[src/verilog/gsel_params.svh]
// Offsets, field positions, reset values and timing counts of the gain select block
`ifndef GSEL_PARAMS_SVH
`define GSEL_PARAMS_SVH

`define GSEL_GAIN_CTRL_ADDR   7'h00
`define GSEL_GAIN_CTRL_RESET  8'h00
`define GSEL_SCALE_SEL_BIT    7
`define GSEL_GAIN_CODE_MSB    6
`define GSEL_GAIN_CODE_LSB    3
`define GSEL_RSVD_BIT         2
`define GSEL_EXT_SEL_MSB      1
`define GSEL_EXT_SEL_LSB      0
`define GSEL_GAIN_CODE_MAX    4'hb
`define GSEL_FRAME_BITS       5'h10
`define GSEL_ADDR_BITS        5'h08
`define GSEL_OV_TIME_US       200
`define GSEL_CLK_MHZ          40
`define GSEL_OV_CYCLES        (`GSEL_OV_TIME_US * `GSEL_CLK_MHZ)
`define GSEL_MANT_UNITY       4'h8
`define GSEL_MANT_ALT         4'ha
`define GSEL_MANT_SEL         4'hb

`endif

[src/verilog/gsel_pkg.sv]
// Types shared by the gain select block
`default_nettype none
package gsel_pkg;
  typedef enum logic [2:0] {
    GSEL_IDLE = 3'b001,
    GSEL_ADDR = 3'b010,
    GSEL_DATA = 3'b100
  } gsel_spi_e;

  typedef logic [14:0] gsel_gain_t;
endpackage : gsel_pkg
`default_nettype wire

[src/verilog/gsel_top.sv]
// Gain and external channel select register with its serial read/write port
//
// Notes on behaviour
// - Local scale bit set gives scale 1.375, alternate bit ignored.
// - Local scale bit clear: alternate bit picks scale 1 or 1.25.
// - Gain codes 0..11 give 1/16 to 128 doubling; 12..15 are reserved.
// - Overall gain equals input gain times output scaling gain.
// - Reset clears gain code, scale select and channel select to zero.
// - Scale select bit 7, gain code 6:3, reserved bit 2, channel 1:0.
// - Channel bits drive aux pins only when enabled and pin is output.
// - Gain and channel fields change together from one serial write.
// - Overvoltage over 200 us restores gain defaults and sets reset flag.
`timescale 1ns/1ps
`default_nettype none
`include "gsel_params.svh"

module gsel_top
  import gsel_pkg::*;
#(
  parameter int unsigned OV_CYCLES = `GSEL_OV_CYCLES
) (
  input  wire logic       clk,
  input  wire logic       nrst,
  input  wire logic       spi_cs_n,
  input  wire logic       spi_sclk,
  input  wire logic       spi_sdi,
  output logic            spi_sdo,
  output logic            spi_sdo_oe,
  input  wire logic       output_scale_alt,
  input  wire logic [1:0] ext_channel_enable,
  input  wire logic [1:0] aux_dir_out,
  input  wire logic       overvoltage,
  input  wire logic       gain_reset_clear,
  output logic            gain_reset_flag,
  output logic [7:0]      gain_select_ctrl,
  output logic [3:0]      gain_code,
  output logic            output_scale_sel,
  output logic            gain_code_reserved,
  output gsel_gain_t      overall_gain,
  output logic [1:0]      aux_pin_out,
  output logic [1:0]      aux_pin_oe
);

  // ==========================================================================
  // Decoding helpers
  // ==========================================================================
  // Output scaling mantissa in eighths: 8 = 1, 10 = 1.25, 11 = 1.375
  function automatic logic [3:0] scale_mant(input logic sel, input logic alt);
    scale_mant = sel ? `GSEL_MANT_SEL : (alt ? `GSEL_MANT_ALT : `GSEL_MANT_UNITY);
  endfunction : scale_mant

  // ==========================================================================
  // Serial port
  // ==========================================================================
  // Frame: read flag (1 reads), 7-bit address, 8 data bits, all MSB first.
  // Clocks past the sixteenth start a fresh frame; hosts must raise select.
  gsel_spi_e  state;
  gsel_spi_e  next_state;
  logic       sclk_q;
  logic [4:0] bit_cnt;
  logic [15:0] shift_in;
  logic [7:0]  shift_out;
  logic [7:0]  ctrl;
  logic [13:0] ov_cnt;

  wire        sclk_rise  = spi_sclk & ~sclk_q & ~spi_cs_n;
  wire        sclk_fall  = ~spi_sclk & sclk_q & ~spi_cs_n;
  wire [15:0] frame      = {shift_in[14:0], spi_sdi};
  wire        frame_done = sclk_rise && (bit_cnt == `GSEL_FRAME_BITS - 5'h01);
  wire        addr_done  = sclk_rise && (bit_cnt == `GSEL_ADDR_BITS - 5'h01);
  wire        addr_hit   = (frame[14:8] == `GSEL_GAIN_CTRL_ADDR);
  wire        rd_hit     = (frame[6:0] == `GSEL_GAIN_CTRL_ADDR) && frame[7];
  wire        wr_hit     = frame_done && !frame[15] && addr_hit;

  // Reserved bit masked on write, so reads always show zero there
  wire [7:0]  wr_value   = frame[7:0] & ~(8'h01 << `GSEL_RSVD_BIT);
  // Gated by the live level, else a run that drops on the last edge still trips.
  // Counter is 14 bits, so OV_CYCLES must not exceed 16384.
  wire        ov_at_limit = (ov_cnt == OV_CYCLES[13:0] - 14'h0001);
  wire        ov_expired  = overvoltage && ov_at_limit;

  always_comb begin
    next_state = state;
    case (state)
      GSEL_IDLE: begin
        if (!spi_cs_n) begin
          next_state = GSEL_ADDR;
        end
      end
      GSEL_ADDR: begin
        if (spi_cs_n) begin
          next_state = GSEL_IDLE;
        end else if (addr_done) begin
          next_state = GSEL_DATA;
        end
      end
      GSEL_DATA: begin
        // Select raised early aborts the frame with nothing stored
        if (spi_cs_n || frame_done) begin
          next_state = GSEL_IDLE;
        end
      end
      default: next_state = GSEL_IDLE;
    endcase
  end

  always_ff @(posedge clk or negedge nrst) begin
    if (!nrst) begin
      state <= GSEL_IDLE;
    end else begin
      state <= next_state;
    end
  end

  always_ff @(posedge clk or negedge nrst) begin
    if (!nrst) begin
      sclk_q   <= 1'b0;
      bit_cnt  <= 5'h00;
      shift_in <= 16'h0000;
    end else begin
      sclk_q <= spi_sclk;
      if (spi_cs_n || state == GSEL_IDLE) begin
        bit_cnt <= 5'h00;
      end else if (sclk_rise) begin
        bit_cnt  <= bit_cnt + 5'h01;
        shift_in <= frame;
      end
    end
  end

  // Read data is loaded after the address byte and shifted on falling edges
  // Unmapped addresses shift out zeros; writes to them are dropped
  always_ff @(posedge clk or negedge nrst) begin
    if (!nrst) begin
      shift_out  <= 8'h00;
      spi_sdo    <= 1'b0;
      spi_sdo_oe <= 1'b0;
    end else begin
      spi_sdo_oe <= (state == GSEL_DATA) && !spi_cs_n;
      if (addr_done) begin
        shift_out <= rd_hit ? ctrl : 8'h00;
      end else if (sclk_fall && state == GSEL_DATA) begin
        spi_sdo   <= shift_out[7];
        shift_out <= {shift_out[6:0], 1'b0};
      end
    end
  end

  // ==========================================================================
  // Overvoltage watchdog
  // ==========================================================================
  always_ff @(posedge clk or negedge nrst) begin
    if (!nrst) begin
      ov_cnt <= 14'h0000;
    end else if (!overvoltage || ov_expired) begin
      ov_cnt <= 14'h0000;
    end else begin
      ov_cnt <= ov_cnt + 14'h0001;
    end
  end

  // ==========================================================================
  // Control register
  // ==========================================================================
  // Overvoltage restore beats a write in the same cycle: protection first.
  // The channel field is kept, since only gain fields are restored.
  always_ff @(posedge clk or negedge nrst) begin
    if (!nrst) begin
      ctrl <= `GSEL_GAIN_CTRL_RESET;
    end else if (ov_expired) begin
      // Alternate scale bit lives outside this block and is left alone
      ctrl[`GSEL_SCALE_SEL_BIT] <= 1'b0;
      ctrl[`GSEL_GAIN_CODE_MSB:`GSEL_GAIN_CODE_LSB] <= 4'h0;
    end else if (wr_hit) begin
      ctrl <= wr_value;
    end
  end

  // Set wins over a clear arriving in the same cycle
  // Clearing the flag never brings the old gain back
  always_ff @(posedge clk or negedge nrst) begin
    if (!nrst) begin
      gain_reset_flag <= 1'b0;
    end else if (ov_expired) begin
      gain_reset_flag <= 1'b1;
    end else if (gain_reset_clear) begin
      gain_reset_flag <= 1'b0;
    end
  end

  // ==========================================================================
  // Gain decode and pins
  // ==========================================================================
  wire [3:0]  code_w = ctrl[`GSEL_GAIN_CODE_MSB:`GSEL_GAIN_CODE_LSB];
  wire        rsvd_w = code_w > `GSEL_GAIN_CODE_MAX;
  wire [3:0]  mant_w = scale_mant(ctrl[`GSEL_SCALE_SEL_BIT], output_scale_alt);
  // Units of 1/128: mantissa (eighths) times 2^code (sixteenths)
  // Reserved codes report zero so they cannot pass for a real gain
  wire [14:0] prod_w = rsvd_w ? 15'h0000 : 15'({11'h000, mant_w} << code_w);
  // Pins not set up as outputs stay low with their enable off
  wire [1:0]  pin_en = ext_channel_enable & aux_dir_out;

  always_ff @(posedge clk or negedge nrst) begin
    if (!nrst) begin
      gain_select_ctrl   <= `GSEL_GAIN_CTRL_RESET;
      gain_code          <= 4'h0;
      output_scale_sel   <= 1'b0;
      gain_code_reserved <= 1'b0;
      overall_gain       <= 15'h0000;
      aux_pin_out        <= 2'h0;
      aux_pin_oe         <= 2'h0;
    end else begin
      gain_select_ctrl   <= ctrl;
      gain_code          <= code_w;
      output_scale_sel   <= ctrl[`GSEL_SCALE_SEL_BIT];
      gain_code_reserved <= rsvd_w;
      overall_gain       <= prod_w;
      aux_pin_out        <= ctrl[`GSEL_EXT_SEL_MSB:`GSEL_EXT_SEL_LSB] & pin_en;
      aux_pin_oe         <= pin_en;
    end
  end

endmodule : gsel_top
`default_nettype wire

[config.mk]
export PLATFORM = sky130hd
export DESIGN_NAME = gsel_top
export DESIGN_NICKNAME = d
export VERILOG_FILES = /design/src/verilog/gsel_pkg.sv /design/src/verilog/gsel_top.sv
export VERILOG_INCLUDE_DIRS = /design/src /design/src/verilog
export SDC_FILE = /design/constraint.sdc
export NUM_CORES = 1
export LEC_CHECK = 0
export ABC_AREA = 1
export CAP_MARGIN = 20
export CORE_MARGIN = 4
export CORE_UTILIZATION = 25
export DETAILED_ROUTE_END_ITERATION = 8
export DONT_BUFFER_PORTS = 1
export HOLD_SLACK_MARGIN = 0.1
export PLACE_DENSITY_LB_ADDON = 0.3
export SLEW_MARGIN = 20
export SYNTH_ARGS = -nofsm -noshare
export SYNTH_HDL_FRONTEND = slang
export SYNTH_SLANG_ARGS = --single-unit
export TNS_END_PERCENT = 50
[constraint.sdc]
create_clock -name clk -period 1.9 [get_ports clk]
set_input_delay 0.19 -clock clk [delete_from_list [all_inputs] [get_ports clk]]
set_output_delay 0.19 -clock clk [all_outputs]
set_load 0.01 [all_outputs]
== Yosys cells after proc, flatten, opt, wreduce, memory -nomap -nowiden ==
Index checks and enable logic that the tools add are counted.

* Bits in registers: 88
* Latch bits: 0
* Memory bits (writable): 0
* ROM bits: 0
* Output and inout port bits: 36
* Memories kept: 0

* Add/subtract/negate cells: 2
* Multiply operators: 0
* Divide/modulo/power cells: 0
* Magnitude comparators: 1
* Equality and inequality tests: 9
* Shift-type cells: 1
* Mux-type cells: 18
* Bitwise gates (word level): 12
* Reductions and logical operators: 24

{| class="wikitable"
|+ Operators by type and width
! operator !! number
|-
| $mux 8 || 4
|-
| $mux 15 || 1
|-
| $mux 5 || 3
|-
| $shl 4x4->15 || 1
|-
| $add 14x1->14 const B || 1
|-
| $eq 14x13->1 const B || 1
|-
| $logic_not 7->1 || 2
|-
| $mux 14 || 1
|-
| $mux 3 || 4
|-
| $pmux 3 s3 || 1
|-
| $logic_and 1x1->1 || 8
|-
| $reduce_bool 2->1 || 4
|-
| $not 1->1 || 6
|-
| $reduce_and 2->1 || 3
|-
| $add 5x1->5 const B || 1
|-
| $eq 5x3->1 const B || 1
|-
| $eq 5x4->1 const B || 1
|-
| $and 1x1->1 || 4
|-
| $and 2x2->2 || 2
|-
| $gt 4x4->1 const B || 1
|-
| $mux 2 || 2
|-
| $ne 2x2->1 const B || 2
|-
| $eq 3x1->1 const B || 1
|-
| $eq 3x2->1 const B || 1
|-
| 6 further kinds || 11
|}

== Longest topological paths before layout ==
Gate-level depths: netlist of the first run.

* Depth after elaboration: 8
* Depth in mapped cells: 11

== Worst setup path before layout of the first run ==
OpenSTA, ideal clock, no wires.

* Path type: reg-to-reg
* Start point: register bit_cnt[0]
* End point: register ctrl[0]
* Library setup time: 0.117 ns
* Data arrival time: 1.330 ns
* Data required time: 1.783 ns
* Setup slack: 0.453 ns
* Stages on the path, launching flop included: 10
* Path buffers: 0
* Clock period less this slack: 1.447 ns
* Cell sequence: dfrtp_1 > ha_1 > nand2_1 > nor2_1 > ha_1 > nand4_1 > nor2_2 > nand2_1 > nand2_1 > nand2_1

* Word-level cells in the longest chain between the ends: 5

{| class="wikitable"
|+ Ends and longest elaborated chain
! item !! line !! text
|-
| start: declaration || gsel_top.sv:60 || <nowiki>logic [4:0] bit_cnt;</nowiki>
|-
| start signal: assignment || gsel_top.sv:125 || <nowiki>bit_cnt <= bit_cnt + 5'h01;</nowiki>
|-
| $eq 5x4->1 || gsel_top.sv:69 || <nowiki>wire frame_done = sclk_rise && (bit_cnt == `GSEL_FRAME_BITS - 5'h01);</nowiki>
|-
| $logic_and 1x1->1 || gsel_top.sv:69 ||
|-
| $logic_and 1x1->1 (2 in series) || gsel_top.sv:73 || <nowiki>wire wr_hit = frame_done && !frame[15] && addr_hit;</nowiki>
|-
| $reduce_and 2->1 (no source line) || - ||
|-
| end signal: assignment || gsel_top.sv:169 || <nowiki>ctrl <= `GSEL_GAIN_CTRL_RESET;</nowiki>
|-
| end signal: assignment || gsel_top.sv:175 || <nowiki>ctrl <= wr_value;</nowiki>
|-
| end: declaration || gsel_top.sv:63 || <nowiki>logic [7:0] ctrl;</nowiki>
|}

No other way between the ends.
A chain may end at the register's enable or synchronous reset.

== Worst setup path after layout of the first run ==
* Start point: register bit_cnt[0]
* End point: register ctrl[4]

* Word-level cells in the longest chain between the ends: 5

{| class="wikitable"
|+ Ends and longest elaborated chain
! item !! line
|-
| $eq 5x4->1 || gsel_top.sv:69
|-
| $logic_and 1x1->1 || gsel_top.sv:69
|-
| $logic_and 1x1->1 (2 in series) || gsel_top.sv:73
|-
| $reduce_bool 2->1 (no source line) || -
|}

No other way between the ends.

==> results_dict.tcl, run 1 <==
set metrics [dict create \
    grt_antenna_before_repair 0 \
    insertion_delay_ns 0.33 \
    post_drt_via_cell_ratio 4.27 \
    setup_viol_count_final 0 \
    grt-ovfl-total 0 \
    die_h_um 130 \
    synth_xor_xnor_area_share_pct 1.66 \
    critical_path.startpoint_type "flip-flop" \
    start_util_pct 25.5 \
    final_antenna_net_count 0 \
    gr-usage-met3_pct 3.34 \
    max-cap-violations 0 \
    core.rowCount 44 \
    cts_setup_buffers 0 \
    cts_repair_resize_count 0 \
    final_skew_ns 0.00694 \
    synth_sequential_area_ratio_pct 56.2 \
    fp.coreArea_sq_um 14500 \
    floorplan.io_pins 48 \
    unrepaired_setup_endpoints_after_global_routing "false" \
    ys_seq_elements 83 \
    syn_area_per_cell_sq_um 8.69 \
    synth_largest_type_area_fraction_pct 55.4 \
    worst_ep_required_time_ns 2.11 \
    grtUsageTotal_pct 9.44 \
    synth-async-reset-ratio_pct 100 \
    grt_pass1_vias 2603 \
    ir_worst_vdd_uv 435 \
    gr-max-usage-layer "met2" \
    worst_hold_path_type "in -> async" \
    finalPower_mw 4.22 \
    clock_path_buffers 2 \
    areaGrowthSynthToFinish_pct 13.6 \
    r2r_setup_slack_ns 0.23 \
    power.density_nw_per_um2 1000 \
    buffer_ports.inserted 0 \
    synth_edf_count 0 \
    dr_total_vias 2654 \
    number_of_warnings_issued_by_yosys 0 \
    total_number_of_clock_tree_sinks 83 \
    post_synth_instance_area_sq_um 3700 \
    whs_ns -0.448 \
    detail_route.iter0.violations 141 \
    number_of_hold_buffers_added_after_cts 9 \
    wl_per_cell_um 11.9 \
    synth_top_cells_by_area "dfrtp_1, nand2_1, nand3_1, nor2_1, inv_1" \
    synth_adder_area_share_pct 1.01 \
    ys_top_cells_by_count "nand2_1, dfrtp_1, nor2_1" \
    ctsRootBufferMaster "clkbuf_16" \
    critical_path_peak_fanout 5 \
    antennaDiodeCount 0 \
    number_of_iterations_in_the_first_detailed_routing_pass 4 \
    drive_above_1_share_pct 7.76 \
    top_reg_cell_synth "dfrtp_1" \
    met1_usage_in_global_routing_pct 12.0 \
    setup.worst_path.class "reg -> reg" \
    global_route.usage.met2_pct 14.8 \
    post-synth-top-area-cell "dfrtp_1" \
    gpl.final_weighted_congestion 0.805 \
    netlist_instances 426 \
    max_clock_freq_mhz 599 \
    timing.final.crit_period_ns 1.67 \
    grt_start_max_net_pins 84 \
    dp_hpwl_mm 5.00 \
    min_period_over_period_pct 87.9 \
    final.setup.tns_ns 0 \
    synth_compound_area_share_pct 5.00 \
    report.final.slew_viol_count 0 \
    synth-simple-area-share_pct 27.9 \
    cts_tree "built" \
    setup.worst_path.end_class "flip-flop" \
    outcome "finished, violations left" \
    crit-reg2reg-launch "bit_cnt[0]" \
    worstSetupStartpoint "bit_cnt[0]" \
    post_synth_mux_area_share_pct 0 \
    hold_violations 83 \
    horiz_die_dim_um 130 \
    cts_made_buffers 9 \
    design.die.area_sq_um 16800 \
    synth_nets 441 \
    post_synth_num_cell_types 33 \
    num-nets-final 448 \
    wl_mm 7.37 \
    wire_length_of_the_first_global_routing_pass_mm 12.5 \
    combinational_family_with_the_most_area_after_synthesis "simple AND/OR/NAND/NOR gates" \
    violations_in_the_final_reports "negative hold slack" \
    worstPathArrival_ns 1.88 \
    leakage_nw 2.09 \
    synth.most_common_cell "nand2_1" \
    drc 0 \
    clk_pin_slew_worst_paths_ns 0.06 \
    cts.htree.levels 3 \
]
==> stage by stage <==
| stage | setup slack, ns | area (sq um) | util [%] | instances |
|---|---|---|---|---|
| 5_1_grt | 0.0288 | 4200 | 28.9 | 622 |
| 3_3_place_gp | 0.315 | 3830 | 26.4 | 597 |
| 4_1_cts | 0.216 | 4200 | 28.9 | 622 |
| 2_1_floorplan | 0.453 | 3700 | - | 426 |
| 6_report | 0.229 | 4200 | 28.9 | 622 |
| 3_5_place_dp | 0.233 | 3830 | 26.4 | 597 |
==> per-layer routing <==
layer  vias up  share of wire [%]  wire, um
met5         -                  0         0
met4         0                1.3        93
met3         9                5.5       405
met2        48                 46      3420
met1      1248                 47      3450
li1       1349                  -         -
==> registers in the layout (all words and copies together), names as in the netlist <==
register            cells
gain_code_reserved      1
ctrl                    7
aux_pin_oe              2
spi_sdo                 1
shift_out               8
sclk_q                  1
shift_in               15
gain_select_ctrl        4
gain_code               3
spi_sdo_oe              1
ov_cnt                 14
overall_gain           15
aux_pin_out             2
bit_cnt                 5
gain_reset_flag         1
state                   3
==> critical path: stages, from the launching register on <==
cell and delay, ns:
dfrtp_1 0.38, ha_1 0.17, nand2_1 0.07, nor2_1 0.11
ha_1 0.17, inv_1 0.06, nor2_1 0.16, nand3_1 0.22
nand3_1 0.15, nand2_1 0.06
==> layout make-up <==
cell class | instances | area [sq um]
inverters | 48 | 183
well taps | 184 | 230
multi-input cells | 279 | 1320
flip-flops and latches | 83 | 2080
repair buffers | 12 | 113
clock buffers | 11 | 253
clock inverters | 5 | 27.5
fillers | 1564 | 10300
==> layout by cell type, fill, tap and decap left out, types with 4 or more instances in the layout <==
| cell | instances |
|---|---|
| a21oi_1 | 6 |
| clkbuf_16 | 9 |
| clkinv_2 | 4 |
| dfrtp_1 | 82 |
| dlygate4sd3_1 | 9 |
| inv_1 | 46 |
| nand2_1 | 103 |
| nand3_1 | 46 |
| nor2_1 | 61 |
| nor2_2 | 4 |
| nor3_1 | 9 |
| o21ai_0 | 14 |
| o21ai_1 | 4 |
| xor2_1 | 6 |
==> report_power, final <==
part / leakage (nW) / internal [mW] / switching, mW
Combinational: 0.825 / 0.200 / 0.326
Clock: 0.141 / 0.947 / 0.670
Sequential: 1.12 / 1.94 / 0.133
Total: 2.09 / 3.09 / 1.13
==> final timing paths <==
kind,cells past startpoint,end
max reg2reg,9,ctrl[4]
max,9,ctrl[4]
max in group asynchronous,0,state[0]
min,0,ov_cnt[8]
min reg2reg,0,gain_select_ctrl[0]
min in group clk,3,state[2]
==> kinds of logic after synthesis <==
kind of cell | after synthesis
flops | 83
simple gates | 235
xor+xnor | 7
compound gates | 33
buf+inv | 64
other cells | 1
fa+ha+maj | 3
Power figures use the tool's default switching activity.
==> run 2: changes to the inputs <==
Settings changed: ABC_AREA 1 to not set, PLACE_DENSITY set to 0.43, PLACE_DENSITY_LB_ADDON 0.3 to not set.
==> run 2 against run 1 <==
Net effect: the run still ends with negative hold slack left; sequential cell count did not move; synthesized area fell by 5.5%; via count fell by 15%; first-iteration DRC count fell by 2.8%; combinational power fell by 67%; setup slack got worse by 0.17 ns; critical path type unchanged.
==> results_dict.tcl, run 2 <==
set metrics [dict create \
    top_reg_cell_synth "dfrtp_1" \
    biggestRegsByFlops "overall_gain x15, shift_in x15, ov_cnt x14" \
    synth-async-reset-ratio_pct 100 \
    sw_frac_of_total_pct 21.9 \
    synth_adder_area_share_pct 1.07 \
    mostFrequentLayoutCell "dfrtp_1" \
    post-route-cell-area_sq_um 4170 \
    synth.most_common_cell "dfrtp_1" \
    power.density_nw_per_um2 890 \
    number_of_hold_buffers_added_after_cts 12 \
    synth_largest_type_area_fraction_pct 58.7 \
    total_number_of_clock_tree_sinks 83 \
    report.final.slew_viol_count 0 \
    cts.htree.levels 3 \
    detail_route.iter0.violations 137 \
    post-synth-top-area-cell "dfrtp_1" \
    critical_path_peak_fanout 3 \
    combinationalPowerShare_pct 4.6 \
    dp_hpwl_mm 4.69 \
    post_synth_instance_area_sq_um 3500 \
    drive_above_1_share_pct 18.7 \
    synth_sequential_area_ratio_pct 59.4 \
    worst_hold_path_type "in -> async" \
    final_skew_ns 0.00591 \
    post_dp_cell_area_sq_um 3720 \
    clock_path_buffers 2 \
    synth_edf_count 0 \
    areaGrowthSynthToFinish_pct 19.3 \
    insertion_delay_ns 0.33 \
    worstMarginPinSlew_ns 0.545 \
    cts_made_buffers 9 \
    final_antenna_net_count 0 \
    clk_pin_slew_worst_paths_ns 0.06 \
    post_drt_via_cell_ratio 4.50 \
    horiz_die_dim_um 126 \
    number_of_iterations_in_the_first_detailed_routing_pass 4 \
    wl_mm 7.13 \
    leakage_nw 1.88 \
    netlist_instances 301 \
    floorplan.io_pins 48 \
    min_period_over_period_pct 96.8 \
    ctsRootBufferMaster "clkbuf_16" \
    gpl.final_weighted_congestion 0.757 \
    worst_ep_required_time_ns 2.12 \
    timing.final.crit_period_ns 1.84 \
    post_synth_mux_area_share_pct 8.12 \
    max_clock_freq_mhz 544 \
    antennaDiodeCount 0 \
    setup.worst_path.end_class "flip-flop" \
    power_internal_mw 2.90 \
    grtUsageTotal_pct 9.55 \
    start_util_pct 26.0 \
    drc 0 \
    whs_ns -0.446 \
    unrepaired_setup_endpoints_after_global_routing "true" \
    buffer_ports.inserted 0 \
    synth_nets 316 \
    final_cells 502 \
    setup_viol_count_final 0 \
    p_seq_share_pct 51.5 \
    ir_worst_vdd_uv 398 \
    grt_start_max_net_pins 84 \
    wire_length_of_the_first_global_routing_pass_mm 12.2 \
    worstPathArrival_ns 2.06 \
    synth_compound_area_share_pct 5.73 \
    synth_top_cells_by_area "dfrtp_1, mux2_2, nor2_1, xnor2_1, nor3_1" \
    hold_violations 83 \
    outcome "finished, violations left" \
    die_h_um 126 \
    power.switching_mw 0.812 \
    grt_antenna_before_repair 0 \
    synth-simple-area-share_pct 17.8 \
    cts_tree "built" \
    dp_cells 474 \
    violations_in_the_final_reports "negative hold slack" \
    layout_common_cells "dfrtp_1, nor2_1, mux2_2" \
    num-nets-final 337 \
    timing.slew.headroom_pct 63.7 \
    grt_pass1_vias 2299 \
    wl_per_cell_um 14.2 \
    combinational_family_with_the_most_area_after_synthesis "simple AND/OR/NAND/NOR gates" \
    core.rowCount 42 \
    rr_worst_depth 7 \
    synth_xor_xnor_area_share_pct 3.76 \
    syn_area_per_cell_sq_um 11.6 \
    share_clk_of_total_power_pct 43.9 \
    ys_top_cells_by_count "dfrtp_1, nor2_1, mux2_2" \
    max-cap-violations 0 \
    number_of_warnings_issued_by_yosys 0 \
    ys_seq_elements 83 \
    critical_path.startpoint_type "flip-flop" \
    dr_total_vias 2259 \
    setup.worst_path.class "reg -> reg" \
    design.die.area_sq_um 15900 \
    fp.coreArea_sq_um 13500 \
    post_synth_num_cell_types 49 \
    grt-ovfl-total 0 \
]
run 2: cell count changes in the layout (fill, tap and decap cells not counted), moves of 8 or more:
cell and delta:
xnor2_1 +9, nand3_1 -40, nor2_1 -20, o21ai_0 -9, mux2_2 +18, nand2_1 -86, buf_4 +10, inv_1 -37
nor3_1 +8
run 2: final cells by class:
| class | count | area (sq um) |
|---|---|---|
| clock inverters | 3 | 23.8 |
| inverters | 9 | 33.8 |
| well taps | 176 | 220 |
| fillers | 1421 | 9280 |
| flip-flops and latches | 83 | 2080 |
| clock buffers | 12 | 256 |
| multi-input cells | 193 | 1320 |
| repair buffers | 26 | 238 |
run 2: logic make-up (layout without fill, tap and decap cells):
| kind of cell | after synthesis | in the layout |
|---|---|---|
| xor gates and xnor gates | 15 | 15 |
| buffers and inverters | 25 | 50 |
| DFF | 83 | 83 |
| muxes | 26 | 26 |
| AOI/OAI and AO/OA | 28 | 28 |
| and+or+nand+nor | 120 | 120 |
| other | 1 | 1 |
| adders and majority gates | 3 | 3 |
run 2: metrics by stage:
step | util [%] | TNS (ns) | total power [mW] | hold slack, ns | setup slack [ns]
2_1_floorplan | - | 0 | 2.05 | -0.106 | 0.0805
3_3_place_gp | 27.7 | 0 | 2.09 | -0.103 | 0.0445
3_5_place_dp | 27.7 | -0.0174 | 2.09 | -0.103 | -0.0141
4_1_cts | 30.7 | 0 | 3.77 | -0.465 | 0.0201
5_1_grt | 31.0 | -0.0339 | 3.90 | -0.469 | -0.0339
6_report | 31.0 | 0 | 3.71 | -0.446 | 0.0614
run 2: power by group through the flow:
| stage | clock network (mW) | logic, mW | registers, mW |
|---|---|---|---|
| 6_report | 1.63 | 0.171 | 1.91 |
| 3_5_place_dp | 0 | 0.149 | 1.94 |
| 3_3_place_gp | 0 | 0.148 | 1.94 |
| 4_1_cts | 1.69 | 0.172 | 1.91 |
| 5_1_grt | 1.79 | 0.190 | 1.92 |
| 2_1_floorplan | 0 | 0.127 | 1.92 |
run 2: path summary, 6_finish.rpt:
| path | startpoint | to | slack [ns] |
|---|---|---|---|
| worst max-delay path | bit_cnt[0] | ctrl[0] | 0.06 |
| worst min-delay path | nrst | state[1] | -0.45 |
| worst max register to register | bit_cnt[0] | ctrl[0] | 0.06 |
| worst min register to register | shift_out[7] | spi_sdo | 0.48 |
| max in group asynchronous | nrst | state[0] | 2.16 |
| min in group clk | spi_cs_n | bit_cnt[0] | 0.13 |
run 2: per-layer routing:
layer / up-vias / share of wire [%] / GRT usage [%]
met1: 1120 / 48 / 12.9
met2: 44 / 46 / 14.1
met5: - / 0 / 0
met4: 0 / 1.6 / 3.97
li1: 1083 / - / -
met3: 12 / 4.9 / 3.13
run 2: critical path, stage by stage, from the launching register on:
cell and delay (ns):
dfrtp_1 0.36, ha_2 0.18, and3_4 0.19, ha_4 0.11, and4bb_2 0.26, nand3_2 0.08
a41oi_2 0.21, mux2_2 0.35
run 2: timing repair:
action                                  in CTS  in global routing
buffers inserted                             0                  1
pin swaps                                    0                  1
gates resized for setup                      1                  7
endpoints found under the setup margin       2                  8
hold endpoints to repair                   110                 83
